$ cat src/pkg/aip_pkg.sv
// package for the identify parameter block: task-file map, fixed words, types
// assumes a single 20 MHz clock domain shared by all users
package aip_pkg;

    // task-file register offsets
    localparam logic [2:0] OFS_DATA    = 3'h0;
    localparam logic [2:0] OFS_FEATURE = 3'h1;
    localparam logic [2:0] OFS_SECCNT  = 3'h2;
    localparam logic [2:0] OFS_SECNUM  = 3'h3;
    localparam logic [2:0] OFS_CYLLO   = 3'h4;
    localparam logic [2:0] OFS_CYLHI   = 3'h5;
    localparam logic [2:0] OFS_DRVHD   = 3'h6;
    localparam logic [2:0] OFS_COMMAND = 3'h7;

    // command opcode and drive-select bit position
    localparam logic [7:0] CMD_IDENTIFY = 8'hec;
    localparam int         DRV_BIT      = 4;

    // status bits of the read-back status register
    localparam int ST_BSY = 7;
    localparam int ST_DRDY = 6;
    localparam int ST_DRQ = 3;
    localparam int ST_ERR = 0;
    localparam logic [7:0] ERR_ABORT = 8'h04;

    // block geometry
    localparam logic [7:0] LAST_WORD = 8'hff;
    localparam int         FIFO_W    = 16;
    localparam int         FIFO_D    = 16;

    // fixed identify words
    localparam logic [15:0] W_GENCFG = 16'h044a;
    localparam logic [15:0] W_MULTI  = 16'h8001;
    localparam logic [15:0] W_CAPAB  = 16'h0b00;
    localparam logic [15:0] W_PIOMD  = 16'h0200;
    localparam logic [15:0] W_VALID  = 16'h0007;
    localparam logic [7:0]  W59_HI   = 8'h01;
    localparam logic [7:0]  W63_LO   = 8'h07;
    localparam logic [15:0] W_APIO   = 16'h0003;
    localparam logic [15:0] W_CYCLE  = 16'h0078;
    localparam logic [15:0] W_MAJOR  = 16'h00fe;
    localparam logic [15:0] W_MINOR  = 16'h0021;
    localparam logic [15:0] W_FEAT0  = 16'h706b;
    localparam logic [15:0] W_FEAT1  = 16'h7408;

    // reset values
    localparam logic [7:0]  RST_BYTE = 8'h00;
    localparam logic [15:0] RST_WORD = 16'h0000;

    // host task-file access
    typedef struct packed {
        logic       rd;
        logic       wr;
        logic [2:0] addr;
        logic [7:0] wdata;
    } aip_tf_req_type;

    // configuration words supplied by the controller
    typedef struct packed {
        logic [15:0]  def_cyl;
        logic [15:0]  def_head;
        logic [15:0]  def_spt;
        logic [31:0]  total_sect;
        logic [15:0]  cur_cyl;
        logic [15:0]  cur_head;
        logic [15:0]  cur_spt;
        logic [31:0]  cur_cap;
        logic [7:0]   multi_set;
        logic [31:0]  lba_sect;
        logic [7:0]   dma_sel;
        logic [79:0]  serial_user;
        logic [79:0]  unique_id;
        logic [63:0]  fw_rev;
        logic [319:0] model;
    } aip_cfg_type;

    typedef enum logic [1:0] {
        ST_IDLE = 2'b00,
        ST_FILL = 2'b01,
        ST_DONE = 2'b11
    } aip_state_type;

endpackage

$ cat src/rtl/aip_fifo.sv
// small synchronous FIFO carrying parameter words toward the data register
// assumes push and pop come from logic on the same clock
`timescale 1ns/10ps
module aip_fifo #(
    parameter int WIDTH = 16,
    parameter int DEPTH = 16
) (
    // clock and control
    input  wire logic             clk,
    input  wire logic             rst_b,
    input  wire logic             ce,
    input  wire logic             flush,
    // filling side
    input  wire logic             in_valid,
    output logic                  in_ready,
    input  wire logic [WIDTH-1:0] in_data,
    // draining side
    output logic                  out_valid,
    input  wire logic             out_ready,
    output logic [WIDTH-1:0]      out_data
);
    localparam int AW = $clog2(DEPTH);

    logic [WIDTH-1:0] mem [DEPTH];
    logic [AW:0]      wp_reg;
    logic [AW:0]      rp_reg;
    logic             push;
    logic             pop;

    // honest full and empty from the pointer pair
    assign in_ready  = (wp_reg - rp_reg) != (AW+1)'(DEPTH);
    assign out_valid = wp_reg != rp_reg;
    assign out_data  = mem[rp_reg[AW-1:0]];
    assign push      = in_valid & in_ready;
    assign pop       = out_valid & out_ready;

    // pointers
    always_ff @(posedge clk) begin
        if (!rst_b || (ce && flush)) begin
            wp_reg <= '0;
            rp_reg <= '0;
        end else if (ce) begin
            if (push) wp_reg <= wp_reg + 1'b1;
            if (pop) rp_reg <= rp_reg + 1'b1;
        end
    end

    // storage
    always_ff @(posedge clk) begin
        if (ce && push) mem[wp_reg[AW-1:0]] <= in_data;
    end
endmodule

$ cat src/rtl/aip_identify.sv
// task-file command decode and identify parameter block source
// assumes the host task-file strobes are already synchronous to clk
`timescale 1ns/10ps

// Notes on behaviour
// - block goes out through the sector-read style data-in handshake
// - reserved words and reserved bits read as zero
// - task-file registers used only when valid for the command
// - identify decodes only the drive-select bit, never the head field
// - words 0, 49, 51 read 044a, 0b00, 0200
// - word 53 reads 0007
// - words 1, 3, 6 carry default geometry; 2, 4, 5 zero
// - words 7 and 8 hold total sectors, high half first
// - words 10 to 14 return the user serial string
// - words 15 to 19 return the preset unique identifier
// - words 23 to 26 hold firmware revision, first character high byte
// - words 27 to 46 return the forty-byte model string
// - word 47 reads 8001
// - words 54 to 56 reflect the current geometry
// - words 57 and 58 hold current capacity, low half first
// - word 59 is 01 over multiple setting; words 60-61 hold lba sectors
// - word 63 low byte 07, high byte the selected dma mode
// - word 64 reads 0003
// - words 65 to 68 read 0078
// - words 80 to 83 read 00fe, 0021, 706b, 7408
module aip_identify (
    // clock, reset, enable
    input  wire logic                 clk,
    input  wire logic                 rst_b,
    input  wire logic                 ce,
    // task-file access
    input  wire aip_pkg::aip_tf_req_type tf_req,
    output logic [15:0]               tf_rdata,
    // device identity and configuration
    input  wire logic                 dev_num,
    input  wire aip_pkg::aip_cfg_type cfg,
    // status
    output logic                      drq,
    output logic                      busy,
    output logic                      cmd_done
);

    // ****************************************
    // word lookup
    // ****************************************

    // pick one 16-bit word out of a packed string, first word at the top
    function automatic logic [15:0] str_word(input logic [319:0] s, input int idx,
                                             input int nwords);
        str_word = s[(nwords-1-idx)*16 +: 16];
    endfunction

    // parameter word for a given index; unlisted words are zero
    function automatic logic [15:0] id_word(input logic [7:0] w,
                                            input aip_pkg::aip_cfg_type c);
        logic [319:0] ser;
        logic [319:0] uid;
        logic [319:0] fw;
        ser = {240'h0, c.serial_user};
        uid = {240'h0, c.unique_id};
        fw  = {256'h0, c.fw_rev};
        id_word = aip_pkg::RST_WORD;
        case (w) inside
            8'd0:  id_word = aip_pkg::W_GENCFG;
            8'd1:  id_word = c.def_cyl;
            8'd3:  id_word = c.def_head;
            8'd6:  id_word = c.def_spt;
            8'd7:  id_word = c.total_sect[31:16];
            8'd8:  id_word = c.total_sect[15:0];
            [8'd10:8'd14]: id_word = str_word(ser, int'(w) - 10, 5);
            [8'd15:8'd19]: id_word = str_word(uid, int'(w) - 15, 5);
            [8'd23:8'd26]: id_word = str_word(fw, int'(w) - 23, 4);
            [8'd27:8'd46]: id_word = str_word(c.model, int'(w) - 27, 20);
            8'd47: id_word = aip_pkg::W_MULTI;
            8'd49: id_word = aip_pkg::W_CAPAB;
            8'd51: id_word = aip_pkg::W_PIOMD;
            8'd53: id_word = aip_pkg::W_VALID;
            8'd54: id_word = c.cur_cyl;
            8'd55: id_word = c.cur_head;
            8'd56: id_word = c.cur_spt;
            8'd57: id_word = c.cur_cap[15:0];
            8'd58: id_word = c.cur_cap[31:16];
            8'd59: id_word = {aip_pkg::W59_HI, c.multi_set};
            8'd60: id_word = c.lba_sect[15:0];
            8'd61: id_word = c.lba_sect[31:16];
            8'd63: id_word = {c.dma_sel, aip_pkg::W63_LO};
            8'd64: id_word = aip_pkg::W_APIO;
            [8'd65:8'd68]: id_word = aip_pkg::W_CYCLE;
            8'd80: id_word = aip_pkg::W_MAJOR;
            8'd81: id_word = aip_pkg::W_MINOR;
            8'd82: id_word = aip_pkg::W_FEAT0;
            8'd83: id_word = aip_pkg::W_FEAT1;
            default: id_word = aip_pkg::RST_WORD;
        endcase
    endfunction

    // ****************************************
    // state
    // ****************************************

    typedef struct packed {
        aip_pkg::aip_state_type st;
        logic [7:0]  feature_param_reg;
        logic [7:0]  sector_count_reg;
        logic [7:0]  sector_number_reg;
        logic [15:0] cylinder_regs;
        logic [7:0]  drive_head_reg;
        logic [7:0]  error_reg;
        logic [7:0]  fill_idx;
        logic [7:0]  read_cnt;
        logic        drq;
        logic        busy;
        logic        done;
        logic [15:0] rdata;
    } aip_core_type;

    aip_core_type core_reg;
    aip_core_type core_next;

    logic        f_in_ready;
    logic        f_out_valid;
    logic [15:0] f_out_data;
    logic        f_push;
    logic        data_rd;
    logic        cmd_wr;
    logic        sel_match;

    // host read of the data register while the block is on offer
    assign data_rd   = tf_req.rd && tf_req.addr == aip_pkg::OFS_DATA && core_reg.drq;
    assign cmd_wr    = tf_req.wr && tf_req.addr == aip_pkg::OFS_COMMAND;
    // only the drive bit matters for identify, head field disregarded
    assign sel_match = core_reg.drive_head_reg[aip_pkg::DRV_BIT] == dev_num;
    assign f_push    = core_reg.st == aip_pkg::ST_FILL;

    // ****************************************
    // word buffer
    // ****************************************

    aip_fifo #(
        .WIDTH (aip_pkg::FIFO_W),
        .DEPTH (aip_pkg::FIFO_D)
    ) u_fifo (
        .clk       (clk),
        .rst_b     (rst_b),
        .ce        (ce),
        .flush     (cmd_wr),
        .in_valid  (f_push),
        .in_ready  (f_in_ready),
        .in_data   (id_word(core_reg.fill_idx, cfg)),
        .out_valid (f_out_valid),
        // pop at the read edge itself, so back-to-back reads each get a fresh word
        .out_ready (data_rd),
        .out_data  (f_out_data)
    );

    // ****************************************
    // next-state logic
    // ****************************************

    always_comb begin
        core_next      = core_reg;
        core_next.done = 1'b0;
        // parameter registers are only stored; identify consumes only the drive bit of the drive/head register
        if (tf_req.wr) begin
            case (tf_req.addr)
                aip_pkg::OFS_FEATURE: core_next.feature_param_reg = tf_req.wdata;
                aip_pkg::OFS_SECCNT:  core_next.sector_count_reg  = tf_req.wdata;
                aip_pkg::OFS_SECNUM:  core_next.sector_number_reg = tf_req.wdata;
                aip_pkg::OFS_CYLLO:   core_next.cylinder_regs[7:0]  = tf_req.wdata;
                aip_pkg::OFS_CYLHI:   core_next.cylinder_regs[15:8] = tf_req.wdata;
                aip_pkg::OFS_DRVHD:   core_next.drive_head_reg    = tf_req.wdata;
                default: ;
            endcase
        end
        // register read-back mux
        case (tf_req.addr)
            aip_pkg::OFS_DATA:    core_next.rdata = core_reg.drq ? f_out_data : '0;
            aip_pkg::OFS_FEATURE: core_next.rdata = {8'h00, core_reg.error_reg};
            aip_pkg::OFS_SECCNT:  core_next.rdata = {8'h00, core_reg.sector_count_reg};
            aip_pkg::OFS_SECNUM:  core_next.rdata = {8'h00, core_reg.sector_number_reg};
            aip_pkg::OFS_CYLLO:   core_next.rdata = {8'h00, core_reg.cylinder_regs[7:0]};
            aip_pkg::OFS_CYLHI:   core_next.rdata = {8'h00, core_reg.cylinder_regs[15:8]};
            aip_pkg::OFS_DRVHD:   core_next.rdata = {8'h00, core_reg.drive_head_reg};
            default: core_next.rdata = {8'h00, core_reg.busy, ~core_reg.busy, 2'b00,
                                        core_reg.drq, 2'b00, core_reg.error_reg != '0};
        endcase
        // command decode: identify for this drive starts a block
        if (cmd_wr) begin
            core_next.drq      = 1'b0;
            core_next.fill_idx = '0;
            core_next.read_cnt = '0;
            if (tf_req.wdata == aip_pkg::CMD_IDENTIFY && sel_match) begin
                core_next.st        = aip_pkg::ST_FILL;
                core_next.busy      = 1'b1;
                core_next.error_reg = aip_pkg::RST_BYTE;
            end else begin
                core_next.st        = aip_pkg::ST_IDLE;
                core_next.busy      = 1'b0;
                core_next.error_reg = aip_pkg::ERR_ABORT;
                core_next.done      = 1'b1;
            end
        end else begin
            case (core_reg.st)
                aip_pkg::ST_FILL: begin
                    // words pushed in ascending order, back-pressured by the fifo
                    if (f_in_ready) begin
                        core_next.fill_idx = core_reg.fill_idx + 8'h01;
                        if (core_reg.fill_idx == aip_pkg::LAST_WORD)
                            core_next.st = aip_pkg::ST_DONE;
                    end
                    // data-in handshake: drq once a word is waiting
                    if (f_out_valid) begin
                        core_next.drq  = 1'b1;
                        core_next.busy = 1'b0;
                    end
                end
                aip_pkg::ST_DONE: begin
                    if (f_out_valid) begin
                        core_next.drq  = 1'b1;
                        core_next.busy = 1'b0;
                    end
                end
                aip_pkg::ST_IDLE: ;
                default: core_next.st = aip_pkg::ST_IDLE;
            endcase
            // each data read takes one word; after the last, drq drops
            if (data_rd) begin
                core_next.read_cnt = core_reg.read_cnt + 8'h01;
                if (core_reg.read_cnt == aip_pkg::LAST_WORD) begin
                    core_next.drq  = 1'b0;
                    core_next.st   = aip_pkg::ST_IDLE;
                    core_next.done = 1'b1;
                end
            end
        end
    end

    // ****************************************
    // state register
    // ****************************************

    always_ff @(posedge clk) begin
        if (!rst_b) begin
            core_reg <= '{st: aip_pkg::ST_IDLE, default: '0};
        end else if (ce) begin
            core_reg <= core_next;
        end
    end

    // outputs straight from flops
    assign tf_rdata = core_reg.rdata;
    assign drq      = core_reg.drq;
    assign busy     = core_reg.busy;
    assign cmd_done = core_reg.done;
endmodule

$ cat config.mk
export PLATFORM = sky130hd
export DESIGN_NAME = aip_identify
export DESIGN_NICKNAME = d
export VERILOG_FILES = /design/src/pkg/aip_pkg.sv /design/src/rtl/aip_fifo.sv /design/src/rtl/aip_identify.sv
export SDC_FILE = /design/constraint.sdc
export NUM_CORES = 1
export LEC_CHECK = 0
export BUFFER_PORTS_ARGS = -buffer_cell sky130_fd_sc_hd__buf_4
export CAP_MARGIN = 20
export CORE_AREA = 8 8 299 301
export DETAILED_ROUTE_END_ITERATION = 8
export DIE_AREA = 0 0 307 309
export PLACE_DENSITY = 0.49
export SYNTH_ARGS = -nofsm -noshare
export SYNTH_HDL_FRONTEND = slang
export SYNTH_SLANG_ARGS = --single-unit
$ cat constraint.sdc
create_clock -name clk -period 4.87 [get_ports clk]
set_input_delay 0.974 -clock clk [delete_from_list [all_inputs] [get_ports clk]]
set_output_delay 0.974 -clock clk [all_outputs]
set_load 0.005 [all_outputs]
# --- Word level (Yosys, flattened, before mapping) ---
# Memories as Yosys holds them, arrays and structs flattened. A register that Yosys moved wholly into a read port is not among the register bits.
# Cells that the tools add are included.
totals:
  reg_bits: 95
  latch_bits: 0
  ram_bits: 256
  mem_bits_ro: 0
  input_bits: 769
  out_inout_bits: 19
  elab_cells: 173
  memories: 1
op_classes:
  addsub: 13
  n_mul: 0
  n_div: 0
  n_lt_le_gt_ge: 10
  n_eq_ne: 38
  shift: 4
  mux: 54
  n_bitwise: 3
  reduce_logical: 35
memory_table:
  columns: ["name", "words", "word_bits", "read_ports", "rd_clocked_by_memory_dff", "wr", "line", "source"]
  rows:
  - ["u_fifo.mem", 16, 16, 1, 1, 1, "aip_fifo.sv:24", "logic [WIDTH-1:0] mem [DEPTH];"]
op_table:
  columns: ["operator", "count"]
  rows:
  - ["indexed part select 320 x 14 -> 16 bit", 4]
  - ["2-to-1 mux 16 bit", 24]
  - ["case mux 16 bit (7 select lines)", 1]
  - ["equality test 8 x 6 -> 1 bit (second input constant)", 13]
  - ["2-to-1 mux 15 bit", 6]
  - ["equality test 8 x 7 -> 1 bit (second input constant)", 5]
  - ["equality test 8 bit (second input constant)", 3]
  - ["AND reduction 3 bit", 7]
  - ["subtractor 4 x 9 -> 10 bit (first input constant)", 2]
  - ["2-to-1 mux 19 bit", 1]
  - ["subtractor 8 x 4 -> 9 bit (second input constant)", 2]
  - ["subtractor 8 x 5 -> 9 bit (second input constant)", 2]
  - ["adder 8 x 1 -> 8 bit (second input constant)", 2]
  - ["equality test 8 x 3 -> 1 bit (second input constant)", 2]
  - ["greater-or-equal comparator 8 x 4 -> 1 bit (second input constant)", 2]
  - ["greater-or-equal comparator 8 x 5 -> 1 bit (second input constant)", 2]
  - ["less-or-equal comparator 8 x 5 -> 1 bit (second input constant)", 2]
  - ["2-to-1 mux 8 bit", 2]
  - ["2-to-1 mux 2 bit", 7]
  - ["equality test 3 bit (second input constant)", 4]
  - ["logical AND 1 bit", 11]
  - ["adder 5 x 1 -> 5 bit (second input constant)", 2]
  - ["nonzero test 2 bit", 5]
  - ["subtractor 3 x 9 -> 10 bit (first input constant)", 1]
  - ["other kinds (31)", 45]

# --- Longest topological paths before layout ---
depth:
  word_depth: 30
  depth_mapped: 16
  mapped_depth_nobuf: 13

# --- By module ---
# From an unflattened synthesis, not the netlist that was laid out.
hier_totals:
  cells_unflattened: 1890
  hier_area_um2: 22676.7
by_module_without_submodules:
  columns: ["mod", "n_inst", "cells_per_inst", "area_per_inst_um2", "seq_area_each_um2"]
  rows:
  - ["aip_identify", 1, 1430, 12231.7, 1561.5]
  - ["aip_fifo", 1, 460, 10445.0, 7967.6]

# --- Worst setup path after synthesis ---
# Ideal clock, no wire load.
synth_timing:
  kind: "reg-to-reg"
  from: "register core_reg[28] in the netlist's numbering"
  to: "memory u_fifo.mem[0][11] (data pin)"
  setup_ps: 345
  arrival_ps: 4125
  required_time_ps: 4525
  path_slack_ps: 400
  stages_incl_launch_ff: 14
  path_buffers: 3
  period_less_slack_ps: 4470
  cell_sequence: "dfxtp_1 ha_1 xor2_2 buf_2 buf_2 ha_1 a21oi_1 a2111oi_1 o21ai_0 a211o_1 a21oi_2 buf_2 a21oi_1 o32ai_1"
synth_between:
  elab_chain_cells: 29
  elab_cells_between_ends: 78
  classes_between: "add/sub: 8; order compare: 10; eq/ne: 22; shift: 4; mux: 28; reduce/logical: 6"
synth_lines:
  columns: ["element", "line", "source"]
  rows:
  - ["start: declaration", "aip_identify.sv:117", "aip_core_type core_reg;"]
  - ["start signal: assignment", "aip_identify.sv:246", "core_reg <= core_next;"]
  - ["branches (longest 28 deep; another with subtractor 6 x 9 -> 10 bit)", null, null]
  - ["2-to-1 mux 16 bit (*)", "aip_identify.sv:63", "case (w) inside"]
  - ["via u_fifo.in_data[11]", "aip_fifo.sv:16", "input wire logic [WIDTH-1:0] in_data,"]
  - ["end: declaration", "aip_fifo.sv:24", null]
# Mark *: on every way through the listed nets, which the timed path passes.

# --- Worst setup path after layout ---
layout_timing:
  from: "register core_reg[28] in the netlist's numbering"
  to: "memory u_fifo.mem[2][5] (data pin)"
# The elaborated chain is that of the path after synthesis.

==> flow_metrics.tcl <==
set metrics [dict create \
    status "completed" \
    p_leak_uw 0.01199 \
    synth.most_common_cell "edfxtp_1" \
    fin_skew_ns 0.01579 \
    pwr-share-comb_pct 13.6 \
    num_rows 107 \
    slew_violations 0 \
    max_freq_mhz 217.7 \
    p_int_uw 5364 \
    largest_register_ffs 256 \
    synth-simple-area-share_pct 11.97 \
    peakVddDrop_mv 0.3010 \
    vias 21800 \
    drc 0 \
    yosys_warnings 0 \
    tns_ns 0 \
    cp_data_required_time_ns 5.07 \
    seqPwrFrac_pct 45.1 \
    cts_max_path_buffers 3 \
    antenna_found_initial 31 \
    drt_wl_total_mm 136.8 \
    finalCritPeriodShare_pct 94.31 \
    postSynthCellCount 1914 \
    grt_first_pass_wirelength_mm 184.7 \
    synth_top_family_by_area "multiplexers" \
    die_area_um2 94860 \
    viasPerCell 5.605 \
    clock_sink_count 348 \
    yosysTopAreaCellShare_pct 34.55 \
    firstDrtPassIters 6 \
    r2r-start "core_reg[28]$_SDFFE_PN0P_" \
    yosys_register_bits 348 \
    synth_top_area_cell "edfxtp_1" \
    nets 3506 \
    pwr-share-clk_pct 41.3 \
    core_area_um2 84610 \
    report.final.setup_viol 0 \
    hp-class "flip-flop to flip-flop" \
    muxShareOfSynthArea_pct 24.61 \
    finalHoldViolCount 0 \
    grt_pass1_vias 22120 \
    postRouteAntennaNets 0 \
    synth_compound_area_share_pct 13.73 \
    cts_tree "built" \
    synth_ff_type "edfxtp_1" \
    p_per_area_nw_per_um2 222.5 \
    routedWlPerCell_um 35.17 \
    htreeDepth 2 \
    die_x_um 307 \
    regArea_um2 9538 \
    critPathCaptureType "flip-flop" \
    period_needed_ns 4.593 \
    synth_xor_area_share_pct 1.647 \
    grt_max_degree 84 \
    synth-seq-area-share_pct 42.82 \
    initial_core_util_pct 26.30 \
    drive_above_1_share_pct 45.45 \
    ys_async_sr_fraction_pct 0 \
    hpwl_mm 114.5 \
    r2r_end "u_fifo.mem[2][5]$_DFFE_PP_" \
    grt_use_total_pct 27.47 \
    startpoint_type "flip-flop" \
    io_pins 788 \
    switching_share_pct 23.30 \
    crit_type "flip-flop to flip-flop" \
    cts_root_buf "clkbuf_16" \
    startpoint "core_reg[28]$_SDFFE_PN0P_" \
    drt_iter0_drc 2265 \
    die_h_um 309 \
    worstPathArrival_ns 4.79 \
    grt_overflow 0 \
    endpoint "u_fifo.mem[2][5]$_DFFE_PP_" \
    path_max_fanout 16 \
    cap_violations 0 \
    port_buffers 787 \
    rrSetupSlack_ns 0.28 \
    hold_buffers 0 \
    synthToLayoutAreaGrowth_pct 41.26 \
    multi_input_area_um2 12030 \
    syn_area_um2 22250 \
    synth_fp_nets 2707 \
    synthAdderAreaFrac_pct 1.349 \
    clock_latency_ns 0.54 \
    tightestPinTransition_ns 1.202 \
    cts_made_buffers 38 \
    slew_headroom_pct 19.68 \
    synth_area_per_cell_um2 11.63 \
    num-fill-cells 8508 \
    whs_ns 0.4748 \
    synth_cell_type_count 86 \
    synth-edff-count 256 \
    synthTopCellsByArea "edfxtp_1 35%, mux4_2 21%, dfxtp_1 8.3%" \
    p_switching_uw 1629 \
    gp_congestion 0.9918 \
    path_clk_slew_ns 0.06 \
    rsz0062_at_grt "false" \
    synthTopCellsByCount "256 x edfxtp_1, 203 x mux4_2, 165 x nor2_1" \
    r2r_cells 12 \
]
-- cell families after synthesis --
kind of cell | count (synthesis)
AND/OR/NAND/NOR | 561
flip-flops | 348
adder cells (fa/ha/maj) | 24
XOR/XNOR | 41
multiplexers | 292
AO/OA/AOI/OAI | 454
buffers and inverters | 194
-- worst min-delay path by stage --
stage                               from                   endpoint  cells past startpoint
2_1_floorplan   tf_rdata[0]$_SDFFE_PN0P_   tf_rdata[0]$_SDFFE_PN0P_                      2
3_3_place_gp   core_reg[92]$_SDFFE_PN0P_  core_reg[92]$_SDFFE_PN0P_                      2
3_5_place_dp   tf_rdata[12]$_SDFFE_PN0P_  tf_rdata[12]$_SDFFE_PN0P_                      2
4_1_cts        tf_rdata[12]$_SDFFE_PN0P_  tf_rdata[12]$_SDFFE_PN0P_                      2
5_1_grt         tf_rdata[0]$_SDFFE_PN0P_   tf_rdata[0]$_SDFFE_PN0P_                      2
6_report       tf_rdata[12]$_SDFFE_PN0P_  tf_rdata[12]$_SDFFE_PN0P_                      2
-- per-layer routing --
layer | vias up | wire [um] | global-route usage, %
met5 | - | 66 | 0
met4 | 10 | 4428 | 7.848
met3 | 195 | 10250 | 5.209
met2 | 1249 | 66640 | 47.03
met1 | 11120 | 55440 | 35.32
li1 | 9232 | - | -
-- cell usage in the layout (no fill, tap or decap), drive strengths merged, types with 9 or more instances in the layout --
master and instances:
a211o 10, a211oi 16, a21oi 113, a221o 13, a221oi 20, a22oi 14, a311oi 10, a31oi 33
and3 26, buf 928, clkbuf 43, clkinv 15, dfxtp 92, edfxtp 256, ha 24, inv 25
mux2 11, mux2i 78, mux4 203, nand2 158, nand2b 20, nand3 74, nand4 16, nor2 165
nor2b 13, nor3 32, o211ai 14, o21ai 74, o221ai 14, o22ai 37, or3 9, xnor2 22
xor2 19
-- power by group through the flow --
stage | Clock [uW] | Sequential (uW) | Combinational (uW)
5_1_grt | 3040 | 3150 | 988
2_1_floorplan | 0 | 3220 | 243
3_3_place_gp | 0 | 3220 | 946
6_report | 2890 | 3150 | 952
3_5_place_dp | 0 | 3220 | 946
4_1_cts | 2940 | 3150 | 950
-- cell type report --
| class | count | area share, % |
|---|---|---|
| Multi-Input combinational cell | 1372 | 38.26 |
| Sequential cell | 348 | 30.34 |
| Timing Repair Buffer | 929 | 22.54 |
| Tap cell | 1144 | 4.554 |
| Clock buffer | 42 | 3.073 |
| Clock inverter | 24 | 0.8837 |
| Inverter | 24 | 0.2866 |
| Antenna cell | 7 | 0.05573 |
-- critical path, cell delays in order, from the launching register on --
cell and delay [ns]:
dfxtp_1 0.59, inv_1 0.23, ha_1 0.34, buf_4 0.19, nand2b_1 0.13, a31oi_1 0.46, a21oi_1 0.31, o21ai_0 0.34
o21ai_0 0.17, a211oi_2 0.50, buf_4 0.25, o311ai_0 0.23, a22o_1 0.49
-- metrics by stage --
stage	setup WS [ns]	area (um2)	util [%]	std cells	total power, uW
CTS	0.06274	31380	37.08	3880	7043
floorplan	0.3999	22250	-	1914	3460
detailed placement	0.08932	30130	35.61	3814	4164
finish	0.2771	31430	37.15	3890	6993
global placement	0.1587	30100	35.57	3812	4164
global route	0.06157	31430	37.15	3889	7181
-- repair_timing --
action | CTS | global route
endpoints found under the setup margin | 0 | 48
buffers inserted | 0 | 0
gates resized for setup | 0 | 3
No activity file was read; power rests on OpenSTA's default activity.
